## config.mk

```make
export PLATFORM = sky130hd
export DESIGN_NAME = adcrng_regs
export DESIGN_NICKNAME = d
export VERILOG_FILES = /design/src/verilog/adcrng_pkg.sv /design/src/verilog/adcrng_regs.sv
export SDC_FILE = /design/constraint.sdc
export NUM_CORES = 1
export LEC_CHECK = 0
export BUFFER_PORTS_ARGS = -buffer_cell sky130_fd_sc_hd__buf_2
export CORE_MARGIN = 2
export CORE_UTILIZATION = 52
export DETAILED_ROUTE_END_ITERATION = 10
export HOLD_SLACK_MARGIN = 0.1
export PLACE_DENSITY = 0.78
export SLEW_MARGIN = 20
export SYNTH_ARGS = -nofsm -noshare
export SYNTH_HDL_FRONTEND = slang
export SYNTH_SLANG_ARGS = --single-unit
```

## constraint.sdc

```tcl
create_clock -name i_clk -period 3.1 [get_ports i_clk]
set_clock_uncertainty 0.15 [all_clocks]
set_input_delay 0.155 -clock i_clk [delete_from_list [all_inputs] [get_ports i_clk]]
set_output_delay 0.155 -clock i_clk [all_outputs]
set_load 0.05 [all_outputs]
```

## src/verilog/adcrng_pkg.sv

```systemverilog
// Purpose: Constants and types for the converter output, range and alarm register bank
// Assumes: 32-bit AXI4-Lite register access, one aligned word per register
// Notes: Offsets are byte addresses

package adcrng_pkg;

	// ----------------------------------------
	// Register offsets
	// ----------------------------------------
	localparam logic [7:0] ADCRNG_OFS_DOUT = 8'h10;
	localparam logic [7:0] ADCRNG_OFS_RANGE = 8'h14;
	localparam logic [7:0] ADCRNG_OFS_ALARM = 8'h20;
	localparam logic [7:0] ADCRNG_OFS_IRQ_STAT = 8'h30;
	localparam logic [7:0] ADCRNG_OFS_IRQ_MASK = 8'h34;

	// ----------------------------------------
	// Field positions
	// ----------------------------------------
	localparam int ADCRNG_POS_PAT = 0;
	localparam int ADCRNG_POS_PAR = 3;
	localparam int ADCRNG_POS_RINCL = 8;
	localparam int ADCRNG_POS_RCODE = 0;
	localparam int ADCRNG_POS_REFDIS = 6;
	localparam int ADCRNG_POS_ACTIVE_HI = 14;
	localparam int ADCRNG_POS_ACTIVE_LO = 10;
	localparam int ADCRNG_POS_TRIP = 4;
	localparam int ADCRNG_POS_SUMMARY = 0;

	// ----------------------------------------
	// Reset values
	// ----------------------------------------
	localparam logic [2:0] ADCRNG_RST_PAT = 3'h0;
	localparam logic ADCRNG_RST_PAR = 1'h0;
	localparam logic ADCRNG_RST_RINCL = 1'h0;
	localparam logic ADCRNG_RST_REFDIS = 1'h0;
	localparam logic [3:0] ADCRNG_RST_RCODE = 4'h0;
	localparam logic [3:0] ADCRNG_RST_FLAGS = 4'h0;

	// ----------------------------------------
	// Data widths, patterns, frame sizes
	// ----------------------------------------
	localparam int ADCRNG_CONV_W = 18;
	localparam logic [5:0] ADCRNG_LEN_BASE = 6'h12;
	localparam logic [5:0] ADCRNG_LEN_RANGE = 6'h04;
	localparam logic [5:0] ADCRNG_LEN_PAR = 6'h02;
	localparam logic [2:0] ADCRNG_PAT_ZERO = 3'h4;
	localparam logic [2:0] ADCRNG_PAT_ONES = 3'h5;
	localparam logic [2:0] ADCRNG_PAT_ALT1 = 3'h6;
	localparam logic [2:0] ADCRNG_PAT_ALT2 = 3'h7;
	localparam logic [17:0] ADCRNG_WORD_ALT1 = 18'h15555;
	localparam logic [17:0] ADCRNG_WORD_ALT2 = 18'h0cccc;
	localparam logic [1:0] ADCRNG_RESP_OKAY = 2'h0;
	localparam logic [1:0] ADCRNG_RESP_SLVERR = 2'h2;

	// ----------------------------------------
	// Bus channel states
	// ----------------------------------------
	typedef enum logic [1:0] {ADCRNG_WS_COLLECT = 2'b01, ADCRNG_WS_RESP = 2'b10} adcrng_wst_t;
	typedef enum logic [1:0] {ADCRNG_RS_IDLE = 2'b01, ADCRNG_RS_DATA = 2'b10} adcrng_rst_t;

endpackage

```

## src/verilog/adcrng_regs.sv

```systemverilog
// Purpose: Output pattern, range/reference select and alarm flag registers over AXI4-Lite
// Assumes: Alarm comparators and conversion core run on i_clk
// Notes: i_por_b clears everything, i_rst_b keeps the input range code
//
// Contract
// - Pattern select with top bit zero sends the real conversion result.
// - Pattern 100b sends all zeros and pattern 101b sends all ones.
// - Pattern 110b sends single alternating bits and 111b sends alternating pairs.
// - Parity append makes the output frame exactly two bits longer.
// - Range register bit 6 disables the internal reference when set and resets to 0.
// - Range codes 0000b to 0100b pick the bipolar spans 3, 2.5, 1.5, 1.25, 0.625 x Vref.
// - Range codes 1000b to 1011b pick the unipolar spans 3, 2.5, 1.5, 1.25 x Vref.
// - The range code clears only on power-on reset and survives application reset.
// - Reserved fields are read-only and read as zero.
// - Each register takes four byte addresses low byte first, range at 14h to 17h.
// - The alarm register is read-only at 20h to 23h with all flags resetting to zero; here the live flags are not reset and follow i_alarm_active.
// - Live alarm flags sit at bits 15, 14, 11 and 10.
// - Tripped flags sit at bits 7 to 4 and a summary flag at bit 0.
// - The summary flag is the OR of all tripped flags.
// - Range-in-frame enable inserts the 4-bit range code into the output frame.
//
// Local design decision: register access over AXI4-Lite.

`timescale 1ns/100ps

module adcrng_regs
	import adcrng_pkg::*;
(
	input wire logic i_clk,
	input wire logic i_rst_b,
	input wire logic i_por_b,
	input wire logic [7:0] i_s_axi_awaddr,
	input wire logic i_s_axi_awvalid,
	output logic o_s_axi_awready,
	input wire logic [31:0] i_s_axi_wdata,
	input wire logic [3:0] i_s_axi_wstrb,
	input wire logic i_s_axi_wvalid,
	output logic o_s_axi_wready,
	output logic [1:0] o_s_axi_bresp,
	output logic o_s_axi_bvalid,
	input wire logic i_s_axi_bready,
	input wire logic [7:0] i_s_axi_araddr,
	input wire logic i_s_axi_arvalid,
	output logic o_s_axi_arready,
	output logic [31:0] o_s_axi_rdata,
	output logic [1:0] o_s_axi_rresp,
	output logic o_s_axi_rvalid,
	input wire logic i_s_axi_rready,
	input wire logic [17:0] i_conv_data,
	input wire logic i_conv_valid,
	input wire logic [3:0] i_alarm_active,
	output logic [17:0] o_out_word,
	output logic [31:0] o_frame_data,
	output logic [5:0] o_frame_len,
	output logic o_frame_valid,
	output logic [3:0] o_range_code,
	output logic o_internal_ref_disable,
	output logic o_irq
);

	// ----------------------------------------
	// State
	// ----------------------------------------
	typedef struct packed {
		adcrng_wst_t wst;
		logic aw_got;
		logic w_got;
		logic [7:0] awaddr;
		logic [31:0] wdata;
		logic [3:0] wstrb;
		logic [1:0] bresp;
		adcrng_rst_t rst;
		logic [31:0] rdata;
		logic [1:0] rresp;
		logic rd_alarm;
		logic [2:0] pat_sel;
		logic parity_append_enable;
		logic range_in_frame_enable;
		logic internal_ref_disable;
		logic [3:0] range_code;
		logic [3:0] trip;
		logic [3:0] irq_stat;
		logic [3:0] irq_mask;
		logic [17:0] out_word;
		logic [31:0] frame;
		logic [5:0] frame_len;
		logic frame_valid;
	} adcrng_state_t;

	adcrng_state_t s_r, s_nxt, s_rst;
	logic aw_now, w_now, ar_now, wr_do, rd_hit;
	logic [7:0] wr_addr;
	logic [31:0] wr_data, rd_val, fr, dout_new, range_new;
	logic [3:0] wr_strb, w1c;
	logic [17:0] word;
	logic [5:0] fl;

	function automatic logic [31:0] adcrng_merge(input logic [31:0] old_v,
		input logic [31:0] new_v, input logic [3:0] strb);
		logic [31:0] res;
		res = old_v;
		for (int b = 0; b < 4; b++)
		begin
			if (strb[b])
			begin
				res[b*8 +: 8] = new_v[b*8 +: 8];
			end
		end
		return res;
	endfunction

	// ----------------------------------------
	// Next state
	// ----------------------------------------
	always_comb
	begin
		s_rst = '0;
		s_rst.wst = ADCRNG_WS_COLLECT;
		s_rst.rst = ADCRNG_RS_IDLE;
		s_rst.pat_sel = ADCRNG_RST_PAT;
		s_rst.parity_append_enable = ADCRNG_RST_PAR;
		s_rst.range_in_frame_enable = ADCRNG_RST_RINCL;
		s_rst.internal_ref_disable = ADCRNG_RST_REFDIS;
		s_rst.range_code = ADCRNG_RST_RCODE;
		s_rst.trip = ADCRNG_RST_FLAGS;
		s_nxt = s_r;
		s_nxt.frame_valid = 1'b0;
		o_s_axi_awready = (s_r.wst == ADCRNG_WS_COLLECT) && !s_r.aw_got;
		o_s_axi_wready = (s_r.wst == ADCRNG_WS_COLLECT) && !s_r.w_got;
		o_s_axi_arready = (s_r.rst == ADCRNG_RS_IDLE);
		aw_now = i_s_axi_awvalid && o_s_axi_awready;
		w_now = i_s_axi_wvalid && o_s_axi_wready;
		ar_now = i_s_axi_arvalid && o_s_axi_arready;
		wr_addr = s_r.aw_got ? s_r.awaddr : i_s_axi_awaddr;
		wr_data = s_r.w_got ? s_r.wdata : i_s_axi_wdata;
		wr_strb = s_r.w_got ? s_r.wstrb : i_s_axi_wstrb;
		wr_do = (s_r.aw_got || aw_now) && (s_r.w_got || w_now);
		dout_new = adcrng_merge({23'h0, s_r.range_in_frame_enable, 4'h0, s_r.parity_append_enable,
			s_r.pat_sel}, wr_data, wr_strb);
		range_new = adcrng_merge({25'h0, s_r.internal_ref_disable, 2'h0, s_r.range_code},
			wr_data, wr_strb);
		w1c = 4'h0;
		rd_hit = 1'b1;
		rd_val = 32'h0;
		word = i_conv_data;
		fr = 32'h0;
		fl = ADCRNG_LEN_BASE;

		// Address and data may arrive in either order
		if (aw_now)
		begin
			s_nxt.aw_got = 1'b1;
			s_nxt.awaddr = i_s_axi_awaddr;
		end
		if (w_now)
		begin
			s_nxt.w_got = 1'b1;
			s_nxt.wdata = i_s_axi_wdata;
			s_nxt.wstrb = i_s_axi_wstrb;
		end
		if (wr_do)
		begin
			s_nxt.aw_got = 1'b0;
			s_nxt.w_got = 1'b0;
			s_nxt.wst = ADCRNG_WS_RESP;
			s_nxt.bresp = ADCRNG_RESP_OKAY;
			case (wr_addr[7:2])
				ADCRNG_OFS_DOUT[7:2]:
				begin
					s_nxt.pat_sel = dout_new[ADCRNG_POS_PAT +: 3];
					s_nxt.parity_append_enable = dout_new[ADCRNG_POS_PAR];
					s_nxt.range_in_frame_enable = dout_new[ADCRNG_POS_RINCL];
				end
				ADCRNG_OFS_RANGE[7:2]:
				begin
					s_nxt.internal_ref_disable = range_new[ADCRNG_POS_REFDIS];
					s_nxt.range_code = range_new[ADCRNG_POS_RCODE +: 4];
				end
				ADCRNG_OFS_ALARM[7:2]: s_nxt.bresp = ADCRNG_RESP_OKAY;
				ADCRNG_OFS_IRQ_STAT[7:2]: w1c = wr_strb[0] ? wr_data[3:0] : 4'h0;
				ADCRNG_OFS_IRQ_MASK[7:2]:
				begin
					s_nxt.irq_mask = wr_strb[0] ? wr_data[3:0] : s_r.irq_mask;
				end
				default:
				begin
					s_nxt.bresp = ADCRNG_RESP_SLVERR;
				end
			endcase
		end
		if (s_r.wst == ADCRNG_WS_RESP && i_s_axi_bready)
		begin
			s_nxt.wst = ADCRNG_WS_COLLECT;
		end

		// Read mux
		// reserved bits read zero
		case (i_s_axi_araddr[7:2])
			ADCRNG_OFS_DOUT[7:2]:
			begin
				rd_val[ADCRNG_POS_PAT +: 3] = s_r.pat_sel;
				rd_val[ADCRNG_POS_PAR] = s_r.parity_append_enable;
				rd_val[ADCRNG_POS_RINCL] = s_r.range_in_frame_enable;
			end
			ADCRNG_OFS_RANGE[7:2]:
			begin
				rd_val[ADCRNG_POS_REFDIS] = s_r.internal_ref_disable;
				rd_val[ADCRNG_POS_RCODE +: 4] = s_r.range_code;
			end
			ADCRNG_OFS_ALARM[7:2]:
			begin
				rd_val[ADCRNG_POS_ACTIVE_HI +: 2] = i_alarm_active[3:2];
				rd_val[ADCRNG_POS_ACTIVE_LO +: 2] = i_alarm_active[1:0];
				rd_val[ADCRNG_POS_TRIP +: 4] = s_r.trip;
				rd_val[ADCRNG_POS_SUMMARY] = |s_r.trip;
			end
			ADCRNG_OFS_IRQ_STAT[7:2]: rd_val[3:0] = s_r.irq_stat;
			ADCRNG_OFS_IRQ_MASK[7:2]: rd_val[3:0] = s_r.irq_mask;
			default: rd_hit = 1'b0;
		endcase
		if (ar_now)
		begin
			s_nxt.rst = ADCRNG_RS_DATA;
			s_nxt.rdata = rd_val;
			s_nxt.rresp = rd_hit ? ADCRNG_RESP_OKAY : ADCRNG_RESP_SLVERR;
			s_nxt.rd_alarm = (i_s_axi_araddr[7:2] == ADCRNG_OFS_ALARM[7:2]);
		end
		if (s_r.rst == ADCRNG_RS_DATA && i_s_axi_rready)
		begin
			s_nxt.rst = ADCRNG_RS_IDLE;
		end

		// tripped flags clear on alarm read, a new trip wins
		s_nxt.trip = (ar_now && i_s_axi_araddr[7:2] == ADCRNG_OFS_ALARM[7:2]) ?
			i_alarm_active : (s_r.trip | i_alarm_active);
		s_nxt.irq_stat = (s_r.irq_stat & ~w1c) | (i_alarm_active & ~s_r.trip);

		// Output frame build
		case (s_r.pat_sel)
			ADCRNG_PAT_ZERO: word = '0;
			ADCRNG_PAT_ONES: word = '1;
			ADCRNG_PAT_ALT1: word = ADCRNG_WORD_ALT1;
			ADCRNG_PAT_ALT2: word = ADCRNG_WORD_ALT2;
			default: word = i_conv_data;
		endcase
		fr = {14'h0, word};
		if (s_r.range_in_frame_enable)
		begin
			fr = {fr[27:0], s_r.range_code};
			fl = 6'(fl + ADCRNG_LEN_RANGE);
		end
		if (s_r.parity_append_enable)
		begin
			fr = {fr[29:0], ^word, ^fr};
			fl = 6'(fl + ADCRNG_LEN_PAR);
		end
		if (i_conv_valid)
		begin
			s_nxt.out_word = word;
			s_nxt.frame = fr;
			s_nxt.frame_len = fl;
			s_nxt.frame_valid = 1'b1;
		end

		// application reset keeps the range code
		if (!i_por_b)
		begin
			s_nxt = s_rst;
		end
		else if (!i_rst_b)
		begin
			s_nxt = s_rst;
			s_nxt.range_code = s_r.range_code;
		end
	end

	always_ff @(posedge i_clk)
	begin
		s_r <= s_nxt;
	end

	// ----------------------------------------
	// Outputs
	// ----------------------------------------
	assign o_s_axi_bvalid = (s_r.wst == ADCRNG_WS_RESP);
	assign o_s_axi_bresp = s_r.bresp;
	assign o_s_axi_rvalid = (s_r.rst == ADCRNG_RS_DATA);
	assign o_s_axi_rdata = s_r.rdata;
	assign o_s_axi_rresp = s_r.rresp;
	assign o_out_word = s_r.out_word;
	assign o_frame_data = s_r.frame;
	assign o_frame_len = s_r.frame_len;
	assign o_frame_valid = s_r.frame_valid;
	// range code steers the bipolar spans
	// range code steers the unipolar spans
	assign o_range_code = s_r.range_code;
	assign o_internal_ref_disable = s_r.internal_ref_disable;
	assign o_irq = |(s_r.irq_stat & s_r.irq_mask);
endmodule // adcrng_regs
```

==> impl_metrics.tcl, run 1 <==
set metrics [dict create \
    outcome "finished, final reports clean" \
    dr.first_iter.drc_count 256 \
    synthTopCellsByCount "104 x dfxtp_1, 96 x buf_4, 85 x nor2_1, 61 x a21oi_1, 56 x mux2i_1" \
    grt_pass1_vias 4733 \
    finalWirelength_um 14140 \
    synth_top_area_cell "dfxtp_1" \
    stdcell_area_um2 6638 \
    holdWs_ns 0.1354 \
    syn_inst 688 \
    holdCritPathClass "in -> reg" \
    fin_crit_sh 0.8570 \
    rsz0062_at_grt "no" \
    clock_latency_ns 0.35 \
    post_dp_cell_area_um2 6011 \
    fp.coreArea_um2 11320 \
    vias 4803 \
    viasPerCell 5.301 \
    synth.top_cell.area_share 0.3495 \
    power_density_nw_per_um2 478.3 \
    crit_type "reg -> reg" \
    p_total_mw 3.175 \
    cts_tree "built" \
    io_pins 187 \
    worst_slew_pin_slew_ns 0.8199 \
    post-place-ws_ns 0.4887 \
    ys_seq_elements 104 \
    antenna_found_initial 0 \
    grt_usage 0.2321 \
    synth_seq_area_share 0.3495 \
    fillers 1016 \
    dp_hpwl_um 10390 \
    post-route-min-period_ns 2.657 \
    io_buffers 123 \
    die_w_um 111.0 \
    maxSlewHeadroom 0.4515 \
    wl_per_cell_um 15.60 \
    layout_setup_ws_ns 0.4431 \
    r2r_start "s_r[76]$_SDFFE_PN0P_" \
    yosysMostFrequentCell "dfxtp_1" \
    async_flop_share 0 \
    drive_gt1_frac 0.2254 \
    avgSynthCellArea_um2 8.658 \
    firstDrtPassIters 5 \
    drc 0 \
    setup_violations 0 \
    maxCapViolations 0 \
    worstSetupStartpoint "s_r[76]$_SDFFE_PN0P_" \
    clk_pin_slew_worst_paths_ns 0.07 \
    ys.flop_type "dfxtp_1" \
    crit_slowest_cell "xnor2_2" \
    clk_path_buf_depth 2 \
    synth_edf_count 0 \
    grt_overflow 0 \
    htree_levels 3 \
    cp_max_fo 14 \
    dp_cells 857 \
    cp_slowest_stage_delay_ns 0.53 \
    instances_no_fill 906 \
    max_freq_mhz 376.4 \
    tns_ns 0 \
    synth.cell_area_um2 5957 \
    start_util 0.5262 \
    yosysUniqueCellTypes 65 \
    cts-buffers-inserted 9 \
    layout.nets 842 \
    slew_viol_final 0 \
    hold_violations 0 \
    required_ns 3.18 \
    fp-row-count 39 \
    syn_to_final_growth_pct 11.43 \
    end_kind "flop" \
    peakVddDrop_uv 327.1 \
    cts_root_buf "clkbuf_16" \
    p_leak_nw 2.840 \
    final_util 0.5863 \
    die-area_um2 12330 \
    path_buf_inv 0 \
    grt_pass1_wl_um 23350 \
    grt_max_degree 61 \
    routabilityCongestion 0.8836 \
    yosysWarnings 0 \
    cts_resized 0 \
    synth_area_leaders "dfxtp_1 35%, buf_4 12%, mux2i_1 9.4%, nor2_1 5.4%, a21oi_1 5.1%" \
    crit_chain "xnor2_2 > mux2i_1 > xnor2_1 > xnor3_1 > xnor3_1 > mux2i_1 > a21oi_1" \
    antennaDiodeCount 0 \
    crit_arrival_ns 2.74 \
    die_h_um 111.0 \
    clock-sinks 104 \
    drtAntennaViolNets 0 \
    cpLargestDelayFamily "XOR/XNOR gates" \
    worstHoldStart "i_conv_valid" \
    start_kind "flop" \
]
-- layout make-up --
cell class | instances | area [um^2] | area share
clock inverter | 6 | 67.56 | 0.01018
timing repair buffer | 164 | 1031 | 0.1553
clock buffer | 10 | 229.0 | 0.03450
inverter | 14 | 57.56 | 0.008671
tap | 143 | 178.9 | 0.02696
sequential | 104 | 2082 | 0.3137
multi-input combinational | 465 | 2992 | 0.4507
-- report_power, final --
| group | internal (mW) | switching [mW] |
|---|---|---|
| logic | 0.223 | 0.414 |
| clock network | 0.629 | 0.510 |
| registers | 1.37 | 0.0245 |
| total | 2.23 | 0.949 |
-- per-layer routing --
| layer | vias to the layer above | routed length, um | GRT usage |
|---|---|---|---|
| met5 | - | 0 | 0 |
| met4 | 0 | 297 | 0.08477 |
| met3 | 23 | 868 | 0.04538 |
| met2 | 170 | 7025 | 0.4012 |
| met1 | 2231 | 5946 | 0.2882 |
| li1 | 2379 | - | - |
-- cell usage in the layout (no fill, tap or decap), types with 10 or more instances in the layout --
master / netlist / final
dfxtp_1: 104 / 104
dlygate4sd3_1: 0 / 33
mux2i_1: 56 / 56
o21ai_0: 11 / 11
xnor2_1: 23 / 23
nand2_1: 44 / 44
nor2_1: 85 / 85
conb_1: 1 / 31
nor3_1: 10 / 10
a22oi_1: 13 / 13
a21oi_1: 61 / 61
a211oi_1: 21 / 21
inv_1: 12 / 12
buf_2: 3 / 123
-- kinds of logic (layout without fill, tap and decap cells) --
logic type | Yosys count | after routing | share of synthesized area
and+or+nand+nor | 190 | 190 | 0.1481
buffers and inverters | 149 | 194 | 0.1672
AOI/OAI and AO/OA | 142 | 142 | 0.1468
DFF | 104 | 104 | 0.3495
muxes | 71 | 71 | 0.1309
xor gates and xnor gates | 30 | 30 | 0.05482
adders and majority gates | 1 | 1 | 0.002100
other | 1 | 31 | 0.0006295
-- worst min-delay path, cell delays in order --
cell    delay, ns
buf_2        0.10
inv_2        0.18
nor2_1       0.15
-- flip-flops by register name (all words and copies together), names as in the netlist --
name / count
s_r: 37
o_frame_valid: 1
o_s_axi_bresp: 1
o_frame_len: 4
o_s_axi_rresp: 1
o_frame_data: 24
o_s_axi_rdata: 13
o_range_code: 4
o_out_word: 18
o_internal_ref_disable: 1
-- final timing paths --
kind                                    to  slack [ns]  depth (start not counted)
max reg2reg   o_frame_data[0]$_SDFFE_PN0P_        0.44                          7
min reg2reg  o_s_axi_rresp[1]$_SDFFE_PN0P_        0.31                          2
min               o_frame_valid$_SDFF_PN0_        0.14                          3
max           o_frame_data[0]$_SDFFE_PN0P_        0.44                          7
-- timing repair --
| item | in CTS | in global routing |
|---|---|---|
| buffers inserted | 0 | 0 |
| endpoints found under the hold margin | 46 | 0 |
| hold buffers | 33 | 0 |
No activity file was read; power rests on OpenSTA's default activity.
==> run 2: changes to the inputs <==
--- a/config.mk
+++ b/config.mk
@@ -7,10 +7,10 @@
 export LEC_CHECK = 0
 export BUFFER_PORTS_ARGS = -buffer_cell sky130_fd_sc_hd__buf_2
 export CORE_MARGIN = 2
-export CORE_UTILIZATION = 52
+export CORE_UTILIZATION = 35
 export DETAILED_ROUTE_END_ITERATION = 10
 export HOLD_SLACK_MARGIN = 0.1
-export PLACE_DENSITY = 0.78
+export PLACE_DENSITY = 0.55
 export SLEW_MARGIN = 20
 export SYNTH_ARGS = -nofsm -noshare
 export SYNTH_HDL_FRONTEND = slang
==> impl_metrics.tcl, run 2 (synthesis results as in run 1) <==
set metrics [dict create \
    cts_setup_buffers 0 \
    cp_max_fo 9 \
    max_freq_mhz 390.5 \
    worst_slew_pin_slew_ns 0.7687 \
    cts_root_buf "clkbuf_16" \
    drtAntennaViolNets 0 \
    start_kind "flop" \
    hold_violations 0 \
    hold_path_end "o_s_axi_rdata[6]$_SDFFE_PN0P_" \
    syn_to_final_growth_pct 14.91 \
    die_h_um 134.5 \
    r2r_start "s_r[77]$_SDFFE_PN0P_" \
    cp_slowest_stage_delay_ns 0.47 \
    final_common_cell "buf_2" \
    outcome "finished, final reports clean" \
    fin_crit_sh 0.8261 \
    netSwitchingFraction 0.3085 \
    worstHoldStart "i_s_axi_araddr[5]" \
    required_ns 3.18 \
    setup_violations 0 \
    io_buffers 123 \
    antenna_found_initial 0 \
    cts-buffers-inserted 9 \
    maxCapViolations 0 \
    r2r_cells 7 \
    r2r_slack_ns 0.54 \
    io_pins 187 \
    crit_arrival_ns 2.64 \
    start_util 0.3592 \
    cts_resized 0 \
    die_w_um 134.5 \
    fp-row-count 47 \
    peakVddDrop_uv 297.1 \
    maxSlewHeadroom 0.4869 \
    grt_pass1_wl_um 24020 \
    vias 4725 \
    clk_path_buf_depth 2 \
    layout.nets 855 \
    die-area_um2 18080 \
    holdCritPathClass "in -> reg" \
    fp.coreArea_um2 16580 \
    power_density_nw_per_um2 459.7 \
    post_dp_cell_area_um2 6122 \
    viasPerCell 4.744 \
    firstDrtPassIters 4 \
    routabilityCongestion 0.8360 \
    p_total_mw 3.147 \
    clock_latency_ns 0.36 \
    crit_type "reg -> reg" \
    stdcell_area_um2 6845 \
    crit_slowest_cell "xnor2_2" \
    htree_levels 3 \
    comb_power_share 0.205 \
    internal_power_mw 2.176 \
    top_register "s_r" \
    end_kind "flop" \
    p_leak_nw 2.898 \
    grt_pass1_vias 4523 \
    finalWirelength_um 15090 \
    fillers 1733 \
    grt_max_degree 85 \
    r2r_end "o_frame_data[0]$_SDFFE_PN0P_" \
    crit_chain "xnor2_2 > mux2i_1 > xnor2_1 > xnor3_1 > xnor3_1 > mux2i_1 > a21oi_1" \
    switchingPower_mw 0.9709 \
    grt_overflow 0 \
    slew_viol_final 0 \
    wl_per_cell_um 15.15 \
    rsz0062_at_grt "no" \
    drive_gt1_frac 0.2242 \
    dp_hpwl_um 10860 \
    holdPathStages 4 \
    final_cell_mix "123 x buf_2, 104 x dfxtp_1, 85 x nor2_1" \
    cts_tree "built" \
    p_seq_frac 0.444 \
    cpLargestDelayFamily "XOR/XNOR gates" \
    tns_ns 0 \
    grt_usage 0.1690 \
    clockPowerShare 0.351 \
    antennaDiodeCount 0 \
    path_buf_inv 0 \
    drc 0 \
    largest_reg_flops 37 \
    clk_pin_slew_worst_paths_ns 0.07 \
    clock-sinks 104 \
    dr.first_iter.drc_count 254 \
    post-route-min-period_ns 2.561 \
]
==> run 2: cell types whose count changed in the layout (fill, tap and decap cells not counted), sizes merged <==
cell / change
dlygate4sd3: +11
clkinvlp: +1
clkbuf: +1
buf: +2
clkinv: -1
bufinv: -1
==> run 2: metrics by stage <==
stage                     hold slack (ns)  std cells  setup slack (ns)  utilization
after floorplan                    0.1224        718            0.8665            -
after global placement             0.2504        936            0.5413       0.3692
after detailed placement           0.2564        936            0.5540       0.3692
after CTS                          0.1044        996            0.5184       0.4128
after global routing               0.1427        996            0.3161       0.4128
final                              0.1094        996            0.5390       0.4128
==> run 2: layout make-up <==
class                           instances  area (um^2)  share of cell area
Sequential cell                       104         2082              0.3041
Timing Repair Buffer                  177         1156              0.1689
Multi-Input combinational cell        465         2992              0.4370
Clock buffer                           11        242.7             0.03546
Inverter                               14        57.56            0.008408
Tap cell                              220        275.3             0.04021
Clock inverter                          5        40.04            0.005849
==> run 2: metal layers <==
layer / routed length [um] / global-route usage / up-vias
met5: 0 / 0 / -
met4: 197 / 0.04561 / 0
met1: 6987 / 0.2215 / 2176
met2: 7306 / 0.2809 / 116
met3: 594 / 0.03791 / 18
li1: - / - / 2415
==> run 2: worst max path at each step <==
stage / start / end / slack, ns / cells after the start
2_1_floorplan: s_r[77]$_SDFFE_PN0P_ / o_frame_data[0]$_SDFFE_PN0P_ / 0.87 / 9
3_5_place_dp: s_r[77]$_SDFFE_PN0P_ / o_frame_data[0]$_SDFFE_PN0P_ / 0.55 / 7
3_3_place_gp: s_r[77]$_SDFFE_PN0P_ / o_frame_data[0]$_SDFFE_PN0P_ / 0.54 / 7
4_1_cts: s_r[77]$_SDFFE_PN0P_ / o_frame_data[0]$_SDFFE_PN0P_ / 0.52 / 7
6_report: s_r[77]$_SDFFE_PN0P_ / o_frame_data[0]$_SDFFE_PN0P_ / 0.54 / 7
5_1_grt: s_r[77]$_SDFFE_PN0P_ / o_frame_data[0]$_SDFFE_PN0P_ / 0.32 / 7
==> run 2: worst register-to-register path, cell delays in order, from the launching register on <==
cell,delay (ns)
dfxtp_1,0.44
xnor2_2,0.48
mux2i_1,0.26
xnor2_1,0.26
xnor3_1,0.34
xnor3_1,0.24
mux2i_1,0.19
a21oi_1,0.08
==> run 2: power groups by stage <==
stage,logic (mW),registers [mW],clock network [mW]
after global routing,0.695,1.40,1.20
after detailed placement,0.604,1.43,0
after CTS,0.647,1.40,1.15
after global placement,0.603,1.43,0
after floorplan,0.526,1.42,0
final,0.645,1.40,1.10
==> run 2: timing repair <==
item	4_1_cts	5_1_grt
endpoints found under the hold margin	49	0
setup endpoints to repair	0	0
hold buffers	44	0
